File: config.mk
export PLATFORM = sky130hd
export DESIGN_NAME = sum_of_products_unit
export DESIGN_NICKNAME = d
export VERILOG_FILES = /design/src/event_function_pkg.sv /design/src/sum_of_products_unit.sv
export SDC_FILE = /design/constraint.sdc
export NUM_CORES = 1
export LEC_CHECK = 0
export ABC_CLOCK_PERIOD_IN_PS = 3200
export BUFFER_PORTS_ARGS = -buffer_cell sky130_fd_sc_hd__buf_4
export CAP_MARGIN = 5
export CORE_MARGIN = 8
export CORE_UTILIZATION = 30
export DETAILED_ROUTE_END_ITERATION = 8
export GPL_ROUTABILITY_DRIVEN = 0
export SYNTH_ARGS = -nofsm -noshare
export SYNTH_HDL_FRONTEND = slang
export SYNTH_SLANG_ARGS = --single-unit
export TNS_END_PERCENT = 1
File: constraint.sdc
create_clock -name clk_i -period 3.2 [get_ports clk_i]
set_clock_uncertainty 0.05 [all_clocks]
set_input_delay 0.32 -clock clk_i [delete_from_list [all_inputs] [get_ports clk_i]]
set_output_delay 0.32 -clock clk_i [all_outputs]
set_load 0.01 [all_outputs]
File: src/event_function_pkg.sv
package event_function_pkg;

  // ********************************************************************
  // Register map
  // ********************************************************************
  localparam int          ADDR_W             = 8;
  localparam int          DATA_W             = 32;
  localparam logic [7:0]  CONFIG_OFFSET      = 8'h00;
  localparam logic [7:0]  XBAR_SELECT_OFFSET = 8'h04;
  localparam logic [7:0]  STATUS_OFFSET      = 8'h08;
  localparam logic [31:0] CONFIG_RESET       = 32'h0000_0000;
  localparam logic [31:0] XBAR_SELECT_RESET  = 32'h0000_0000;
  localparam logic [31:0] READ_ZERO          = 32'h0000_0000;

  // ********************************************************************
  // Product term layout
  // ********************************************************************
  localparam int NUM_TERMS     = 4;
  localparam int NUM_INPUTS    = 4;
  localparam int SEL_W         = 2;
  localparam int TERM_W        = NUM_INPUTS * SEL_W;
  localparam int CONFIG_TOP    = 31;
  localparam int INPUT_A       = 0;
  localparam int INPUT_B       = 1;
  localparam int INPUT_C       = 2;
  localparam int INPUT_D       = 3;

  // Selector encoding of one factor
  localparam logic [1:0] SEL_ZERO   = 2'h0;
  localparam logic [1:0] SEL_TRUE   = 2'h1;
  localparam logic [1:0] SEL_INVERT = 2'h2;
  localparam logic [1:0] SEL_ONE    = 2'h3;

  // ********************************************************************
  // Signal crossbar
  // ********************************************************************
  localparam int         XBAR_SEL_W       = 4;
  localparam int         XBAR_NUM_SRC     = 16;
  localparam int         XBAR_NUM_OUT     = 8;
  localparam logic [3:0] SRC_NONE         = 4'h0;
  localparam logic [3:0] SRC_GROUND       = 4'h1;
  localparam logic [3:0] SRC_SUPPLY       = 4'h2;
  localparam logic [3:0] SRC_DIV_ZC       = 4'h4;
  localparam logic [3:0] SRC_EVENT_OUT    = 4'h5;
  localparam logic [3:0] SRC_TIMER0_CH0   = 4'h6;
  localparam logic [3:0] SRC_TIMER0_CH1   = 4'h7;
  localparam logic [3:0] SRC_SERIAL_TX    = 4'h8;

  // Status bit positions
  localparam int STAT_EVENT_BIT = 4;

endpackage

File: src/sum_of_products_unit.sv
// Local design decisions: the plain strobed port and the register offsets.
`timescale 1ns/1ps

module sum_of_products_unit #(
  parameter int NUM_XBAR_OUT = event_function_pkg::XBAR_NUM_OUT
) (
  input  wire logic                    clk_i,
  input  wire logic                    rst_n_i,
  input  wire logic [7:0]              addr_i,
  input  wire logic [31:0]             wdata_i,
  input  wire logic                    wr_i,
  input  wire logic                    rd_i,
  output logic      [31:0]             rdata_o,
  input  wire logic                    divided_zero_crossing_i,
  input  wire logic                    timer0_channel0_out_i,
  input  wire logic                    timer0_channel1_out_i,
  input  wire logic                    serial_transmit_line_i,
  input  wire logic [15:0]             xbar_source_i,
  output logic                         event_function_output_o,
  output logic [NUM_XBAR_OUT-1:0]      xbar_out_o
);

  // ********************************************************************
  // Event inputs
  // ********************************************************************
  // Not synchronised: these come from on-chip logic and the trigger path
  // must stay combinational end to end.
  logic [3:0] event_in;
  assign event_in[event_function_pkg::INPUT_A] = divided_zero_crossing_i;
  assign event_in[event_function_pkg::INPUT_B] = timer0_channel0_out_i;
  assign event_in[event_function_pkg::INPUT_C] = timer0_channel1_out_i;
  assign event_in[event_function_pkg::INPUT_D] = serial_transmit_line_i;

  // ********************************************************************
  // Registers
  // ********************************************************************
  logic [31:0] event_function_config_reg;
  logic [31:0] event_function_config_next;
  logic [31:0] xbar_select_reg;
  logic [31:0] xbar_select_next;
  logic [31:0] rdata_reg;
  logic [31:0] rdata_next;
  logic        event_out;

  always_comb begin
    event_function_config_next = event_function_config_reg;
    xbar_select_next           = xbar_select_reg;
    rdata_next                 = event_function_pkg::READ_ZERO;
    if (wr_i) begin
      unique case (addr_i)
        event_function_pkg::CONFIG_OFFSET: begin
          event_function_config_next = wdata_i;
        end
        event_function_pkg::XBAR_SELECT_OFFSET: begin
          xbar_select_next = wdata_i;
        end
        default: begin
        end
      endcase
    end
    if (rd_i) begin
      unique case (addr_i)
        event_function_pkg::CONFIG_OFFSET: begin
          rdata_next = event_function_config_reg;
        end
        event_function_pkg::XBAR_SELECT_OFFSET: begin
          rdata_next = xbar_select_reg;
        end
        event_function_pkg::STATUS_OFFSET: begin
          rdata_next = {27'h0000000, event_out, event_in};
        end
        default: begin
          rdata_next = event_function_pkg::READ_ZERO;
        end
      endcase
    end
  end

  always_ff @(posedge clk_i or negedge rst_n_i) begin
    if (!rst_n_i) begin
      event_function_config_reg <= event_function_pkg::CONFIG_RESET;
      xbar_select_reg           <= event_function_pkg::XBAR_SELECT_RESET;
      rdata_reg                 <= event_function_pkg::READ_ZERO;
    end else begin
      event_function_config_reg <= event_function_config_next;
      xbar_select_reg           <= xbar_select_next;
      rdata_reg                 <= rdata_next;
    end
  end

  assign rdata_o = rdata_reg;

  // ********************************************************************
  // Sum of products
  // ********************************************************************
  function automatic logic factor(input logic [1:0] sel, input logic x);
    logic f;
    f = 1'b0;
    unique case (sel)
      event_function_pkg::SEL_ZERO:   f = 1'b0;
      event_function_pkg::SEL_TRUE:   f = x;
      event_function_pkg::SEL_INVERT: f = ~x;
      event_function_pkg::SEL_ONE:    f = 1'b1;
    endcase
    return f;
  endfunction

  logic [3:0] term;
  logic [3:0] fac [4];

  for (genvar t = 0; t < event_function_pkg::NUM_TERMS; t++) begin : g_term
    for (genvar i = 0; i < event_function_pkg::NUM_INPUTS; i++) begin : g_in
      // Term 0 in the top byte, input A in the top pair of each byte
      localparam int HI = event_function_pkg::CONFIG_TOP
                          - t * event_function_pkg::TERM_W
                          - i * event_function_pkg::SEL_W;
      assign fac[t][i] = factor(event_function_config_reg[HI -: event_function_pkg::SEL_W],
                                event_in[i]);
    end
    assign term[t] = &fac[t];
  end

  // No register on this path: it is used as a hardware trigger
  assign event_out               = |term;
  assign event_function_output_o = event_out;

  // ********************************************************************
  // Signal crossbar
  // ********************************************************************
  logic [15:0] xbar_src;
  always_comb begin
    xbar_src                                     = xbar_source_i;
    xbar_src[event_function_pkg::SRC_NONE]       = 1'b0;
    xbar_src[event_function_pkg::SRC_GROUND]     = 1'b0;
    xbar_src[event_function_pkg::SRC_SUPPLY]     = 1'b1;
    xbar_src[event_function_pkg::SRC_DIV_ZC]     = divided_zero_crossing_i;
    xbar_src[event_function_pkg::SRC_EVENT_OUT]  = event_out;
    xbar_src[event_function_pkg::SRC_TIMER0_CH0] = timer0_channel0_out_i;
    xbar_src[event_function_pkg::SRC_TIMER0_CH1] = timer0_channel1_out_i;
    xbar_src[event_function_pkg::SRC_SERIAL_TX]  = serial_transmit_line_i;
  end

  // Also combinational so a trigger routed through keeps zero latency
  for (genvar o = 0; o < NUM_XBAR_OUT; o++) begin : g_xbar
    assign xbar_out_o[o] = xbar_src[xbar_select_reg[o*event_function_pkg::XBAR_SEL_W
                                                    +: event_function_pkg::XBAR_SEL_W]];
  end

endmodule // sum_of_products_unit
==> results.cfg <==
[place]
place_hpwl_mm = 9.958
portBuffers = 96
placed_cells = 697

[routing]
detail_route.first_pass.iterations = 4
drc = 0
num_vias = 3688
drt-initial-drc-count = 281
postRouteAntennaNets = 0
wire_per_inst_um = 19.91
routed_via_density = 5.165
drt_wl_total_mm = 14.22

[synth]
yosysMostFrequentCell = dfrtp_1
synth_seq_cells = 96
syn_nets = 469
synth_commonest_cells = dfrtp_1 (96), mux2_2 (37), nor2_1 (37)
synth_cell_types = 41
syn_avg_cell_area_um2 = 12.74
synth_edf_count = 0
ys.flop_type = dfrtp_1
async_flop_share_pct = 100.0
yosysTopAreaCell = dfrtp_1
synth_top_area_share_pct = 46.55
synth_area_mm2 = 0.005161
ys_warn_count = 0
ys_seq_area_share_pct = 46.55
synthTopCellsByArea = dfrtp_1 (47%), mux2_4 (9.9%), mux2_2 (8.1%)
synth_cells = 405

[clock_tree]
cts-buffers-inserted = 9
clk_pin_slew_ps = 70
post-cts-setup-buffer-count = 0
post_cts_resized = 0
ctsLongestPathBuffers = 2
cts_tree = done
clockRootBuffer = clkbuf_16
htreeDepth = 3
cts_hold_buf = 1
clock_latency_ps = 340
cts_num_sinks = 96

[setup_path]
cp_data_arrival_time_ps = 2220
path_max_fanout = 5
endpoint_kind = primary output
cpMostUsedCell = buf_4
critPathRequiredTime_ps = 2830
start_kind = register
r2r_setup_slack_ps = 1470
crit_slowest_cell = nor4_2
crit_chain = mux2i_1 -> nor4_1 -> nor4_2 -> buf_4 -> a22oi_1 -> buf_4
max_stage_delay_ps = 620
critical_path_class = register to primary output

[layout]
fin_cells = 714
layout-drive-gt1-share_pct = 43.97
syn_to_final_growth_pct = 23.83
final_nets = 548
n_antenna_cell = 0

[timing]
setup_viol_count_final = 0
fin_setup_tns_ps = 0
worstMarginPinSlew_ps = 1153
max_slew_margin_pct = 23.13
clock.fmax_mhz = 385.7
finalCriticalPeriod_ps = 2593
rsz0062_at_grt = no
holdWs_ps = 165.4
fin_crit_sh_pct = 81.03
finalHoldViolations = 0
finalMaxSlewViolations = 0

[run]
maxCapViolations = 0

[power_and_ir_drop]
switching_share_pct = 22.34
clkPwrFrac_pct = 44.8
pwr-share-comb_pct = 10.3
total_leakage_power_nw = 2.892
power.density_mw_per_mm2 = 456.4
switchingPower_mw = 0.6515
internal_power_mw = 2.265
p_seq_share_pct = 44.9
peakVddDrop_mv = 0.2970
total_power_mw = 2.917

[status]
outcome = finished clean

[global_route]
grt_pass1_vias = 3937
antenna_found_initial = 0
grt_overflow = 0
grt_first_pass_wirelength_mm = 22.42
grt_max_degree = 53
globalRouteTotalUtil_pct = 13.12

[die]
num_rows = 48
initial_core_util_pct = 30.26
die_y_um = 147.2
die_width_um = 147.2
pin_count = 105
coreArea_mm2 = 0.01706
fp.dieArea_mm2 = 0.02166

[min_path]
hp-class = primary input to register
==> layer usage <==
| metal | share of wire [%] | vias to the layer above | track usage (%) |
|---|---|---|---|
| met5 | 0 | - | 0 |
| met4 | 1.6 | 0 | 4.997 |
| met3 | 6.3 | 21 | 3.476 |
| met2 | 50 | 119 | 21.24 |
| met1 | 42 | 1884 | 16.40 |
| li1 | - | 1664 | - |
==> final timing paths <==
path	from	end	cells past startpoint
setup / recovery	event_function_config_reg[23]	xbar_out_o[6]	6
hold reg to reg	event_function_config_reg[4]	event_function_config_reg[4]	1
max in group asynchronous	rst_n_i	event_function_config_reg[1]	3
setup reg to reg	event_function_config_reg[24]	rdata_o[4]	4
hold / removal	wdata_i[24]	event_function_config_reg[24]	2
min in group asynchronous	rst_n_i	rdata_o[18]	2
==> critical path, delay by kind of cell (launching register included) <==
kind / cells / cell delay (ps)
and+or+nand+nor: 2 / 730
buffers and inverters: 2 / 420
muxes: 1 / 190
DFF: 1 / 410
AOI/OAI and AO/OA: 1 / 120
==> placed cells by master (no fill, tap or decap), types with 7 or more instances in the layout <==
| cell type | instances |
|---|---|
| a21oi_1 | 10 |
| mux2_2 | 37 |
| dfrtp_1 | 96 |
| buf_4 | 101 |
| mux2i_1 | 29 |
| nand2_1 | 15 |
| mux4_2 | 16 |
| a211oi_1 | 8 |
| nor2_1 | 37 |
| mux2_4 | 34 |
| clkbuf_16 | 9 |
| a22oi_1 | 32 |
| nor3_1 | 7 |
==> cell families after synthesis <==
kind of cell,share of synthesized area (%)
AO/OA/AOI/OAI,8.364
AND/OR/NAND/NOR,9.794
multiplexers,30.57
buffers and inverters,4.727
flip-flops,46.55
==> area by class of cell <==
type,instances,area [µm²]
multi-input combinational,269,2516
inverter,4,15.01
sequential,96,2402
clock buffer,9,225.2
fill,1688,10670
clock inverter,7,142.6
timing repair buffer,104,808.3
tap,225,281.5
==> power groups by stage <==
stage	clock network, mW	logic [mW]	registers, mW
floorplan	0	0.179	1.30
global placement	0	0.292	1.33
detailed placement	0	0.301	1.33
CTS	1.34	0.304	1.31
global route	1.39	0.324	1.32
finish	1.31	0.300	1.31
==> stage by stage <==
stage	instance area (µm²)	setup WS (ps)	util [%]
floorplan	5161	1193	-
global placement	6013	647.3	35.26
detailed placement	6013	696.3	35.26
CTS	6391	564.9	37.47
global route	6391	517.3	37.47
finish	6391	607.1	37.47
Power figures use the tool's default switching activity.
